File: src/design/gpio_mux_cfg.svh
// Register map, field positions, reset values and timing counts of the pin function mux.
// Assumes a 40 MHz APB clock and eight pins.
`ifndef GPIO_MUX_CFG_SVH
`define GPIO_MUX_CFG_SVH
`define GM_NPINS 8
`define GM_OFS_GLOBAL 12'h000
`define GM_OFS_PIN_IN 12'h004
`define GM_OFS_PIN_OUT 12'h008
`define GM_OFS_STICKY 12'h00C
`define GM_OFS_STK_CLR 12'h010
`define GM_OFS_ALERT_EN 12'h014
`define GM_OFS_LIVE 12'h018
`define GM_OFS_DCO_EVT 12'h01C
`define GM_OFS_PIN_CFG0 12'h040
`define GM_OFS_DIS_SEL0 12'h080
`define GM_GLB_V18 0
`define GM_GLB_ALM_EN 1
`define GM_GLB_READY 2
`define GM_CFG_MODE_LSB 0
`define GM_CFG_MODE_W 4
`define GM_CFG_SEL_LSB 4
`define GM_CFG_SEL_W 4
`define GM_CFG_INV 8
`define GM_CFG_EN 9
`define GM_CFG_OD 10
`define GM_CFG_PULLDN 11
`define GM_CFG_RST 32'h0000_0200
`define GM_GLB_RST 32'h0000_0002
`define GM_NSRC 16
`define GM_NOUT 12
`define GM_CLR_LAT_US 200
`define GM_CLK_MHZ 40
`endif

File: src/design/gpio_mux_pkg.sv
// Types for the pin function mux.
// Assumes gpio_mux_cfg.svh is on the include path.
package gpio_mux_pkg;
  typedef enum logic [3:0] {
    MODE_IN, MODE_OUT, MODE_LOS, MODE_LOL_LIVE, MODE_LOL_STK, MODE_HO_LIVE,
    MODE_HO_STK, MODE_ALERT, MODE_OUT_DIS, MODE_CLK_IN, MODE_MAN_SEL,
    MODE_DCO_INC, MODE_DCO_DEC, MODE_DISQUAL
  } pin_mode_t;
  typedef struct packed {
    logic pulldn;
    logic od;
    logic en;
    logic inv;
    logic [3:0] sel;
    pin_mode_t mode;
  } pin_cfg_t;
  // First member is the top nibble: monitors sit in [3:0], as the flat indexing expects
  typedef struct packed {
    logic [3:0] spare;
    logic [3:0] dpll_ho;
    logic [3:0] pll_unlock;
    logic [3:0] ref_los;
  } alarm_src_t;
  typedef enum logic [1:0] {ST_RESET, ST_ACTIVE} run_state_t;
endpackage : gpio_mux_pkg

File: src/design/gpio_function_mux.sv
// Pin function multiplexer: each of eight pins takes one input or output function.
// Assumes an APB master on pclk, alarm sources and reset-done level already on pclk.
//
// How it works
// - Pin functions other than plain input act only after reset_done; before then pins stay released.
// - Plain input mode samples the synchronised pin into a readable register.
// - Plain output mode drives the pin from its software output bit.
// - Each pin has its own config; equal configs give equal outputs except in plain output mode, which follows each pin's own bit.
// - LOS mode shows the live selected reference-monitor alarm, optionally inverted.
// - Live loss-of-lock is high while the selected PLL is unlocked.
// - Sticky loss-of-lock sets on any lock change until software clears it.
// - Live holdover is high while the selected DPLL is in holdover.
// - Sticky holdover sets on any holdover change until software clears it.
// - Alert mode outputs the OR of the enabled sticky bits, optionally inverted.
// - Output-disable mode: a high pin disables the selected output clocks.
// - Each disable pin holds its own mask of any outputs.
// - Manual select pin high picks the higher-priority input of the DPLL.
// - Each rising pin edge in increment mode pulses the selected DCO increment.
// - Each rising pin edge in decrement mode pulses the selected DCO decrement.
// - Disqualify mode: a high pin disqualifies the selected reference.
// - Per-pin enable; output functions choose open-drain or push-pull drive.
// - Open-drain drives only low; push-pull drives both levels.
// - Per-pin pull choice, pull-up by default.
// - Clearing stickies may take a bounded latency before the pin negates.
// - A global alarm enable gates every alarm source.
//
// The register addresses and the APB slave port were left to the implementer.
`include "gpio_mux_cfg.svh"
module gpio_function_mux
  import gpio_mux_pkg::*;
(
  // APB
  input wire logic pclk,
  input wire logic presetn,
  input wire logic psel,
  input wire logic penable,
  input wire logic pwrite,
  input wire logic [11:0] paddr,
  input wire logic [31:0] pwdata,
  output logic [31:0] prdata,
  output logic pready,
  output logic pslverr,
  // Device status
  input wire logic reset_done,
  input wire alarm_src_t alarm_live,
  // Pins
  input wire logic [7:0] pin_in,
  output logic [7:0] pin_out,
  output logic [7:0] pin_oe,
  output logic [7:0] pin_pulldn,
  // Function outputs
  output logic [11:0] out_clk_dis,
  output logic [3:0] man_sel_hi,
  output logic [3:0] man_sel_act,
  output logic [3:0] dco_inc,
  output logic [3:0] dco_dec,
  output logic [15:0] ref_disqual,
  output logic [7:0] clk_in_use
);
  localparam int NP = `GM_NPINS;
  localparam int CLR_CYC = `GM_CLR_LAT_US * `GM_CLK_MHZ;

  logic [31:0] glb_q, glb_d;
  logic [7:0] pout_q, pout_d;
  logic [15:0] sticky_q, sticky_d;
  logic [15:0] alert_en_q, alert_en_d;
  logic [15:0] live_q, live_d;
  pin_cfg_t cfg_q [NP];
  pin_cfg_t cfg_d [NP];
  logic [11:0] dsel_q [NP];
  logic [11:0] dsel_d [NP];
  logic [7:0] s1_q, s2_q, s3_q, lvl_q, lvl_d, lvl_prev_q;
  logic [7:0] pin_in_q, pin_in_d;
  logic [31:0] prdata_d;
  logic pready_d, pslverr_d;
  run_state_t run_q, run_d;
  logic [7:0] pout_o_d, poe_d, ppd_d;
  logic [11:0] dis_d;
  logic [3:0] msh_d, msa_d, inc_d, dec_d;
  logic [15:0] dq_d;
  logic [7:0] ciu_d;
  logic [15:0] clr_mask;
  logic [15:0] src_now;
  logic acc, wr;
  logic [5:0] idx;

  assign acc = psel && penable;
  assign wr = acc && pwrite;
  assign idx = paddr[7:2];
  // Gated source vector: global enable suppresses every alarm
  assign src_now = glb_q[`GM_GLB_ALM_EN] ? alarm_live : 16'h0000;
  assign clr_mask = (wr && paddr == `GM_OFS_STK_CLR) ? pwdata[15:0] : 16'h0000;

  // Three-stage input synchroniser; change counts when stages two and three agree
  always_comb begin
    lvl_d = lvl_q;
    for (int i = 0; i < NP; i++) begin
      if (s2_q[i] == s3_q[i]) begin
        lvl_d[i] = s3_q[i];
      end
    end
  end

  always_ff @(posedge pclk or negedge presetn) begin
    if (!presetn) begin
      // Idle at the pull-up level so release gives no false rising edge
      s1_q <= 8'hFF;
      s2_q <= 8'hFF;
      s3_q <= 8'hFF;
      lvl_q <= 8'hFF;
      lvl_prev_q <= 8'hFF;
    end else begin
      s1_q <= pin_in;
      s2_q <= s1_q;
      s3_q <= s2_q;
      lvl_q <= lvl_d;
      lvl_prev_q <= lvl_q;
    end
  end

  // Register file and sticky logic
  always_comb begin
    glb_d = glb_q;
    pout_d = pout_q;
    alert_en_d = alert_en_q;
    live_d = src_now;
    cfg_d = cfg_q;
    dsel_d = dsel_q;
    pin_in_d = pin_in_q;
    prdata_d = 32'h0000_0000;
    pready_d = 1'b0;
    pslverr_d = 1'b0;
    // Any live change sets the sticky; set wins over a same-cycle clear
    sticky_d = (sticky_q & ~clr_mask) | (src_now ^ live_q);
    for (int i = 0; i < NP; i++) begin
      if (cfg_q[i].mode == MODE_IN) begin
        pin_in_d[i] = lvl_q[i];
      end
    end
    if (psel && !penable) begin
      pready_d = 1'b1;
    end
    if (wr) begin
      case (paddr)
        `GM_OFS_GLOBAL: glb_d = pwdata & 32'h0000_0003;
        `GM_OFS_PIN_OUT: pout_d = pwdata[7:0];
        `GM_OFS_ALERT_EN: alert_en_d = pwdata[15:0];
        `GM_OFS_STK_CLR: ;
        default: begin
          if (paddr[11:6] == `GM_OFS_PIN_CFG0 >> 6 && idx[3:0] < NP) begin
            cfg_d[idx[2:0]] = pwdata[11:0];
          end else if (paddr[11:6] == `GM_OFS_DIS_SEL0 >> 6 && idx[3:0] < NP) begin
            dsel_d[idx[2:0]] = pwdata[11:0];
          end
        end
      endcase
    end
    if (psel && !penable && !pwrite) begin
      case (paddr)
        `GM_OFS_GLOBAL: prdata_d = {29'h0, run_q == ST_ACTIVE, glb_q[1:0]};
        `GM_OFS_PIN_IN: prdata_d = {24'h0, pin_in_q};
        `GM_OFS_PIN_OUT: prdata_d = {24'h0, pout_q};
        `GM_OFS_STICKY: prdata_d = {16'h0, sticky_q};
        `GM_OFS_ALERT_EN: prdata_d = {16'h0, alert_en_q};
        `GM_OFS_LIVE: prdata_d = {16'h0, live_q};
        `GM_OFS_STK_CLR: prdata_d = 32'h0000_0000;
        default: begin
          if (paddr[11:6] == `GM_OFS_PIN_CFG0 >> 6 && idx[3:0] < NP) begin
            prdata_d = {20'h0, cfg_q[idx[2:0]]};
          end else if (paddr[11:6] == `GM_OFS_DIS_SEL0 >> 6 && idx[3:0] < NP) begin
            prdata_d = {20'h0, dsel_q[idx[2:0]]};
          end else begin
            pslverr_d = 1'b1;
          end
        end
      endcase
    end else if (psel && !penable && pwrite) begin
      case (paddr)
        `GM_OFS_GLOBAL, `GM_OFS_PIN_OUT, `GM_OFS_ALERT_EN, `GM_OFS_STK_CLR: ;
        default: begin
          if (!((paddr[11:6] == `GM_OFS_PIN_CFG0 >> 6 || paddr[11:6] == `GM_OFS_DIS_SEL0 >> 6)
                && idx[3:0] < NP)) begin
            pslverr_d = 1'b1;
          end
        end
      endcase
    end
  end

  always_ff @(posedge pclk or negedge presetn) begin
    if (!presetn) begin
      glb_q <= `GM_GLB_RST;
      pout_q <= 8'h00;
      sticky_q <= 16'h0000;
      alert_en_q <= 16'h0000;
      live_q <= 16'h0000;
      pin_in_q <= 8'h00;
      prdata <= 32'h0000_0000;
      pready <= 1'b0;
      pslverr <= 1'b0;
      for (int i = 0; i < NP; i++) begin
        cfg_q[i] <= 12'(`GM_CFG_RST);
        dsel_q[i] <= 12'h000;
      end
    end else begin
      glb_q <= glb_d;
      pout_q <= pout_d;
      sticky_q <= sticky_d;
      alert_en_q <= alert_en_d;
      live_q <= live_d;
      pin_in_q <= pin_in_d;
      prdata <= prdata_d;
      pready <= pready_d;
      pslverr <= pslverr_d;
      cfg_q <= cfg_d;
      dsel_q <= dsel_d;
    end
  end

  // Run state: functions other than plain input stay off until the device reset sequence ends
  always_comb begin
    case (run_q)
      ST_RESET: run_d = reset_done ? ST_ACTIVE : ST_RESET;
      ST_ACTIVE: run_d = reset_done ? ST_ACTIVE : ST_RESET;
      default: run_d = ST_RESET;
    endcase
  end

  // Pin function decode; all outputs registered
  always_comb begin
    logic f;
    logic [1:0] s2;
    f = 1'b0;
    s2 = 2'b00;
    pout_o_d = 8'h00;
    poe_d = 8'h00;
    ppd_d = 8'h00;
    dis_d = 12'h000;
    msh_d = 4'h0;
    msa_d = 4'h0;
    inc_d = 4'h0;
    dec_d = 4'h0;
    dq_d = 16'h0000;
    ciu_d = 8'h00;
    for (int i = 0; i < NP; i++) begin
      ppd_d[i] = cfg_q[i].pulldn;
      s2 = cfg_q[i].sel[1:0];
      f = 1'b0;
      if (run_q == ST_ACTIVE && cfg_q[i].en) begin
        case (cfg_q[i].mode)
          MODE_OUT: f = pout_q[i];
          MODE_LOS: f = live_q[s2];
          MODE_LOL_LIVE: f = live_q[4 + s2];
          MODE_LOL_STK: f = sticky_q[4 + s2];
          MODE_HO_LIVE: f = live_q[8 + s2];
          MODE_HO_STK: f = sticky_q[8 + s2];
          MODE_ALERT: f = |(sticky_q & alert_en_q);
          MODE_OUT_DIS: begin
            if (lvl_q[i]) begin
              dis_d = dis_d | dsel_q[i];
            end
          end
          MODE_CLK_IN: ciu_d[i] = 1'b1;
          MODE_MAN_SEL: begin
            msa_d[s2] = 1'b1;
            msh_d[s2] = lvl_q[i];
          end
          MODE_DCO_INC: inc_d[s2] = inc_d[s2] | (lvl_q[i] & ~lvl_prev_q[i]);
          MODE_DCO_DEC: dec_d[s2] = dec_d[s2] | (lvl_q[i] & ~lvl_prev_q[i]);
          MODE_DISQUAL: dq_d[cfg_q[i].sel] = dq_d[cfg_q[i].sel] | lvl_q[i];
          default: f = 1'b0;
        endcase
        if (cfg_q[i].mode inside {MODE_OUT, MODE_LOS, MODE_LOL_LIVE, MODE_LOL_STK,
                                  MODE_HO_LIVE, MODE_HO_STK, MODE_ALERT}) begin
          // Inversion after selection keeps sticky state untouched
          if (cfg_q[i].mode != MODE_OUT) begin
            f = f ^ cfg_q[i].inv;
          end
          pout_o_d[i] = cfg_q[i].od ? 1'b0 : f;
          poe_d[i] = cfg_q[i].od ? ~f : 1'b1;
        end
      end
    end
  end

  always_ff @(posedge pclk or negedge presetn) begin
    if (!presetn) begin
      run_q <= ST_RESET;
      pin_out <= 8'h00;
      pin_oe <= 8'h00;
      pin_pulldn <= 8'h00;
      out_clk_dis <= 12'h000;
      man_sel_hi <= 4'h0;
      man_sel_act <= 4'h0;
      dco_inc <= 4'h0;
      dco_dec <= 4'h0;
      ref_disqual <= 16'h0000;
      clk_in_use <= 8'h00;
    end else begin
      run_q <= run_d;
      pin_out <= pout_o_d;
      pin_oe <= poe_d;
      pin_pulldn <= ppd_d;
      out_clk_dis <= dis_d;
      man_sel_hi <= msh_d;
      man_sel_act <= msa_d;
      dco_inc <= inc_d;
      dco_dec <= dec_d;
      ref_disqual <= dq_d;
      clk_in_use <= ciu_d;
    end
  end

  // Checks
  chk_sticky_set: assert property (@(posedge pclk) disable iff (!presetn)
    (src_now != live_q) |=> ((sticky_q & $past(src_now ^ live_q)) == $past(src_now ^ live_q)))
    else $error("sticky bit missed a live change");
  chk_alarm_gate: assert property (@(posedge pclk) disable iff (!presetn)
    !glb_q[`GM_GLB_ALM_EN] |=> (live_q == 16'h0000))
    else $error("alarm not gated off");
  chk_pre_reset: assert property (@(posedge pclk) disable iff (!presetn)
    (run_q == ST_RESET) |=> (pin_oe == 8'h00 && dco_inc == 4'h0))
    else $error("pin active before reset done");
  chk_od_drive: assert property (@(posedge pclk) disable iff (!presetn)
    ((cfg_q[1].od && cfg_q[1].en && run_q == ST_ACTIVE && cfg_q[1].mode == MODE_OUT)
      |=> (pin_out[1] == 1'b0 && pin_oe[1] == !$past(pout_q[1]))))
    else $error("open drain drove high");
  chk_pp_out: assert property (@(posedge pclk) disable iff (!presetn)
    ((!cfg_q[0].od && cfg_q[0].en && run_q == ST_ACTIVE && cfg_q[0].mode == MODE_OUT)
      |=> (pin_out[0] == $past(pout_q[0]) && pin_oe[0])))
    else $error("output bit not driven");
  chk_inc_edge: assert property (@(posedge pclk) disable iff (!presetn)
    (run_q == ST_ACTIVE && cfg_q[1].en && cfg_q[1].mode == MODE_DCO_INC
      && cfg_q[1].sel == 4'h3 && $rose(lvl_q[1])) |=> dco_inc[3])
    else $error("increment pulse missed an edge");
  chk_input_sample: assert property (@(posedge pclk) disable iff (!presetn)
    (cfg_q[2].mode == MODE_IN) |=> (pin_in_q[2] == $past(lvl_q[2])))
    else $error("input level not sampled");
  chk_clear_works: assert property (@(posedge pclk) disable iff (!presetn)
    (clr_mask[0] && src_now[0] == live_q[0]) |=> !sticky_q[0])
    else $error("sticky clear ignored");
  chk_sync_lag: assert property (@(posedge pclk) disable iff (!presetn)
    $changed(lvl_q) |-> (((lvl_q ^ $past(lvl_q)) & ($past(s2_q) ^ $past(s3_q))) == 8'h00))
    else $error("level changed without agreement");
  cov_alert: cover property (@(posedge pclk) disable iff (!presetn) |(sticky_q & alert_en_q));
  cov_disable: cover property (@(posedge pclk) disable iff (!presetn) out_clk_dis != 12'h000);
  cov_dec: cover property (@(posedge pclk) disable iff (!presetn) dco_dec != 4'h0);
  cov_clear: cover property (@(posedge pclk) disable iff (!presetn) clr_mask != 16'h0000);
endmodule : gpio_function_mux

File: config.mk
export PLATFORM = sky130hd
export DESIGN_NAME = gpio_function_mux
export DESIGN_NICKNAME = d
export VERILOG_FILES = /design/src/design/gpio_mux_pkg.sv /design/src/design/gpio_function_mux.sv
export VERILOG_INCLUDE_DIRS = /design/src /design/src/design
export SDC_FILE = /design/constraint.sdc
export NUM_CORES = 1
export LEC_CHECK = 0
export ABC_AREA = 1
export BUFFER_PORTS_ARGS = -buffer_cell sky130_fd_sc_hd__buf_2
export CAP_MARGIN = 20
export CORE_MARGIN = 2
export CORE_UTILIZATION = 40
export CTS_BUF_LIST = sky130_fd_sc_hd__clkbuf_2
export CTS_CLUSTER_DIAMETER = 100
export CTS_CLUSTER_SIZE = 25
export DETAILED_ROUTE_END_ITERATION = 7
export MAX_ROUTING_LAYER = met4
export PLACE_DENSITY = 0.65
export SYNTH_ARGS = -nofsm -noshare
export SYNTH_HDL_FRONTEND = slang
export SYNTH_SLANG_ARGS = --single-unit
File: constraint.sdc
create_clock -name pclk -period 6.9 [get_ports pclk]
set_clock_uncertainty 0.15 [all_clocks]
set_input_delay 0.69 -clock pclk [delete_from_list [all_inputs] [get_ports pclk]]
set_output_delay 0.69 -clock pclk [all_outputs]
set_load 0.005 [all_outputs]
==> flow_summary.json <==
{
  "vdd_drop_max_mv": 0.1668,
  "die_w_um": 249.9,
  "wl_per_cell_um": 22.66,
  "gp_congestion": 0.9795,
  "clk_latency_ns": 1.30,
  "finalSetupViolations": 9,
  "portBuffers": 151,
  "ys_types": 66,
  "final_nets": 3755,
  "clockBufferDepth": 3,
  "rsz0062_at_grt": "yes",
  "syn_to_final_growth_pct": 19.77,
  "synth_async_sr_flop_share_pct": 100.0,
  "yosys.area_share.simple_pct": 27.99,
  "synth_fa_ha_area_share_pct": 0.3311,
  "slowest_delay_ns": 0.51,
  "synth_top_family_by_area": "simple AND/OR/NAND/NOR gates",
  "slew_headroom_pct": 24.71,
  "critPathMaxFanout": 7,
  "antenna_found_initial": 8,
  "synth_seq_area_share_pct": 40.91,
  "grtUsageTotal_pct": 32.41,
  "cap_violations": 0,
  "place_hpwl_um": 72810,
  "remaining_drc_errors": 0,
  "grt_pass1_vias": 24557,
  "hold_class": "in -> reg",
  "drive_gt1_share_pct": 17.55,
  "synth_edf_count": 0,
  "grt_pass1_wl_um": 150600,
  "ys_seq_elements": 393,
  "syn_area_per_cell_um2": 7.188,
  "synth_flop_cell": "dfrtp_1",
  "leakagePower_uw": 0.01258,
  "dieArea_mm2": 0.06245,
  "cp_slowest_cell": "dfrtp_1",
  "core_mm2": 0.06002,
  "antenna_left": 0,
  "path_class": "reg -> reg",
  "worst_pin_slew_ns": 1.129,
  "rows": 90,
  "crit_top_cell": "nor2_4",
  "worstSetupEndpointType": "register",
  "worst_setup_path_start_kind": "register",
  "cts_max_level": 1,
  "synth_top_area_cell": "dfrtp_1",
  "hold_viol": 0,
  "yosys_warnings": 0,
  "ioPinCount": 184,
  "via_per_inst": 5.920,
  "firstDrtPassIters": 6,
  "drv_slew": 0,
  "syn_inst": 3365,
  "die_height_um": 249.9,
  "post-route-period-util_pct": 100.9,
  "period_minus_slack_ns": 6.963,
  "worstPathArrival_ns": 7.92,
  "root_buffer": "clkbuf_2",
  "power.density_mw_per_mm2": 134.5,
  "synth.area.mux_share_pct": 0.5018,
  "fmax_mhz": 143.6,
  "synthTopCellsByArea": "dfrtp_1 (36%), nand2_1 (11%), o21ai_0 (9.0%), nor2_1 (6.3%), dfstp_2 (5.3%)",
  "first_iter_violations": 3149,
  "synth_compound_area_share_pct": 21.30,
  "design_area_mm2": 0.02897,
  "cts_sinks": 393,
  "setup_slack_ns": -0.06322,
  "critPathRequiredTime_ns": 7.86,
  "vias": 26559,
  "grt_max_degree": 170,
  "pre_cts_slack_ns": 0.1474,
  "synth_top_area_share_pct": 35.59,
  "grt_overflow_total": 0,
  "start_util_pct": 40.30,
  "drt-total-wl_um": 101700,
  "netlist_area_mm2": 0.02419,
  "tritoncts": "yes",
  "cts_buffers": 23,
  "synthXorXnorAreaFrac_pct": 0.4707,
  "placed_area_mm2": 0.02640,
  "path_clk_slew_ns": 0.51,
  "run_status": "finished, violations left",
  "violations": "negative setup slack"
}
## path summary, 6_finish.rpt
| kind | slack (ns) | depth (start not counted) | start | to |
|---|---|---|---|---|
| setup / recovery | -0.06 | 56 | cfg_q[88]$_DFFE_PN0P_ | ref_disqual[5]$_DFF_PN0_ |
| hold / removal | 0.04 | 3 | pwdata[7] | dsel_q[43]$_DFFE_PN0P_ |
| setup reg to reg | -0.06 | 56 | cfg_q[88]$_DFFE_PN0P_ | ref_disqual[5]$_DFF_PN0_ |
| hold reg to reg | 0.22 | 0 | s1_q[4]$_DFF_PN1_ | s2_q[4]$_DFF_PN1_ |
| max in group asynchronous | 5.26 | 4 | presetn | dsel_q[58]$_DFFE_PN0P_ |
| min in group asynchronous | 0.35 | 3 | presetn | cfg_q[69]$_DFFE_PN1P_ |
## cells in the mapped netlist (31+ instances only)
cell,instances
nand2_1,734
o21ai_0,434
nor2_1,404
dfrtp_1,344
inv_1,333
nand3_1,248
o22ai_1,129
clkbuf_1,101
a21oi_1,64
dfstp_2,49
nor3_1,46
nand4_1,42
a31oi_1,32
o211ai_1,31
o221ai_1,31
## registers in the layout (all words and copies together), names as in the netlist, 12 cells and up
signal and cells:
out_clk_dis 12, cfg_q 96, dsel_q 96, ref_disqual 16, alert_en_q 16, sticky_q 16, prdata 16, live_q 16
## through the flow
stage	hold slack, ns	utilization, %	power (uW)	setup TNS [ns]	cells
after global routing	0.03115	48.27	4032	-7.515	4486
after floorplan	0.1952	-	2589	0	3380
after global placement	0.1960	43.99	2781	0	4308
final	0.04212	48.27	3897	-0.2555	4486
after CTS	0.003030	46.12	3867	0	4443
after detailed placement	0.1975	43.99	2783	0	4308
## per-layer routing
layer  global-route usage [%]  part of all wire [%]  vias to the layer above  routed length [um]
met5                        -                     0                        -                   0
met4                    16.64                   6.2                        0                6262
met3                    3.901                   8.6                      304                8782
met2                    49.24                    44                     1423               44860
met1                    42.66                    41                    12720               41760
li1                         -                     -                    12112                   -
## cell type report
type	instances	area (um^2)
Fill cell	6162	31050
Multi-Input combinational cell	2492	13140
Sequential cell	393	9898
Timing Repair Buffer	415	3281
Inverter	356	1339
Tap cell	782	978.4
Clock inverter	11	165.2
Clock buffer	31	155.1
Antenna cell	6	15.01
## layout by cell type, fill, tap and decap left out, types with 43 or more instances in the layout
cell type | netlist | final
a21oi_1 | 64 | 63
nand2_1 | 734 | 697
nor3_1 | 46 | 43
o21ai_0 | 434 | 426
nor2_1 | 404 | 374
inv_1 | 333 | 331
buf_2 | 1 | 150
nand3_2 | 7 | 44
nand3_1 | 248 | 203
dfstp_2 | 49 | 49
o22ai_1 | 129 | 129
buf_4 | 22 | 141
nand2_2 | 24 | 44
dlygate4sd3_1 | 0 | 91
dfrtp_1 | 344 | 342
## critical path: cells and delay by family, from the launching register on
| kind | cells | cell delay, ns |
|---|---|---|
| flops | 1 | 0.51 |
| buf+inv | 11 | 1.56 |
| compound gates | 6 | 0.68 |
| simple gates | 39 | 3.92 |
## kinds of logic (layout without fill, tap and decap cells)
family,count (synthesis),after routing
buf+inv,495,813
compound gates,863,863
xor+xnor,13,13
other cells,1,22
flops,393,393
fa+ha+maj,8,8
simple gates,1580,1580
mux,12,12
## what timing repair did
item                                   CTS  global route
setup endpoints to repair                6            20
resized for setup                        3           218
buffers inserted                         1            32
gates cloned                             0             6
pin swaps                                1            52
endpoints found under the hold margin  537             0
hold buffers                            92             0
## report_power, final
group,total (uW),internal [uW],switching (uW)
clock network,1040,204,835
logic,452,152,301
registers,2410,2360,43.4
Power figures use the tool's default switching activity.
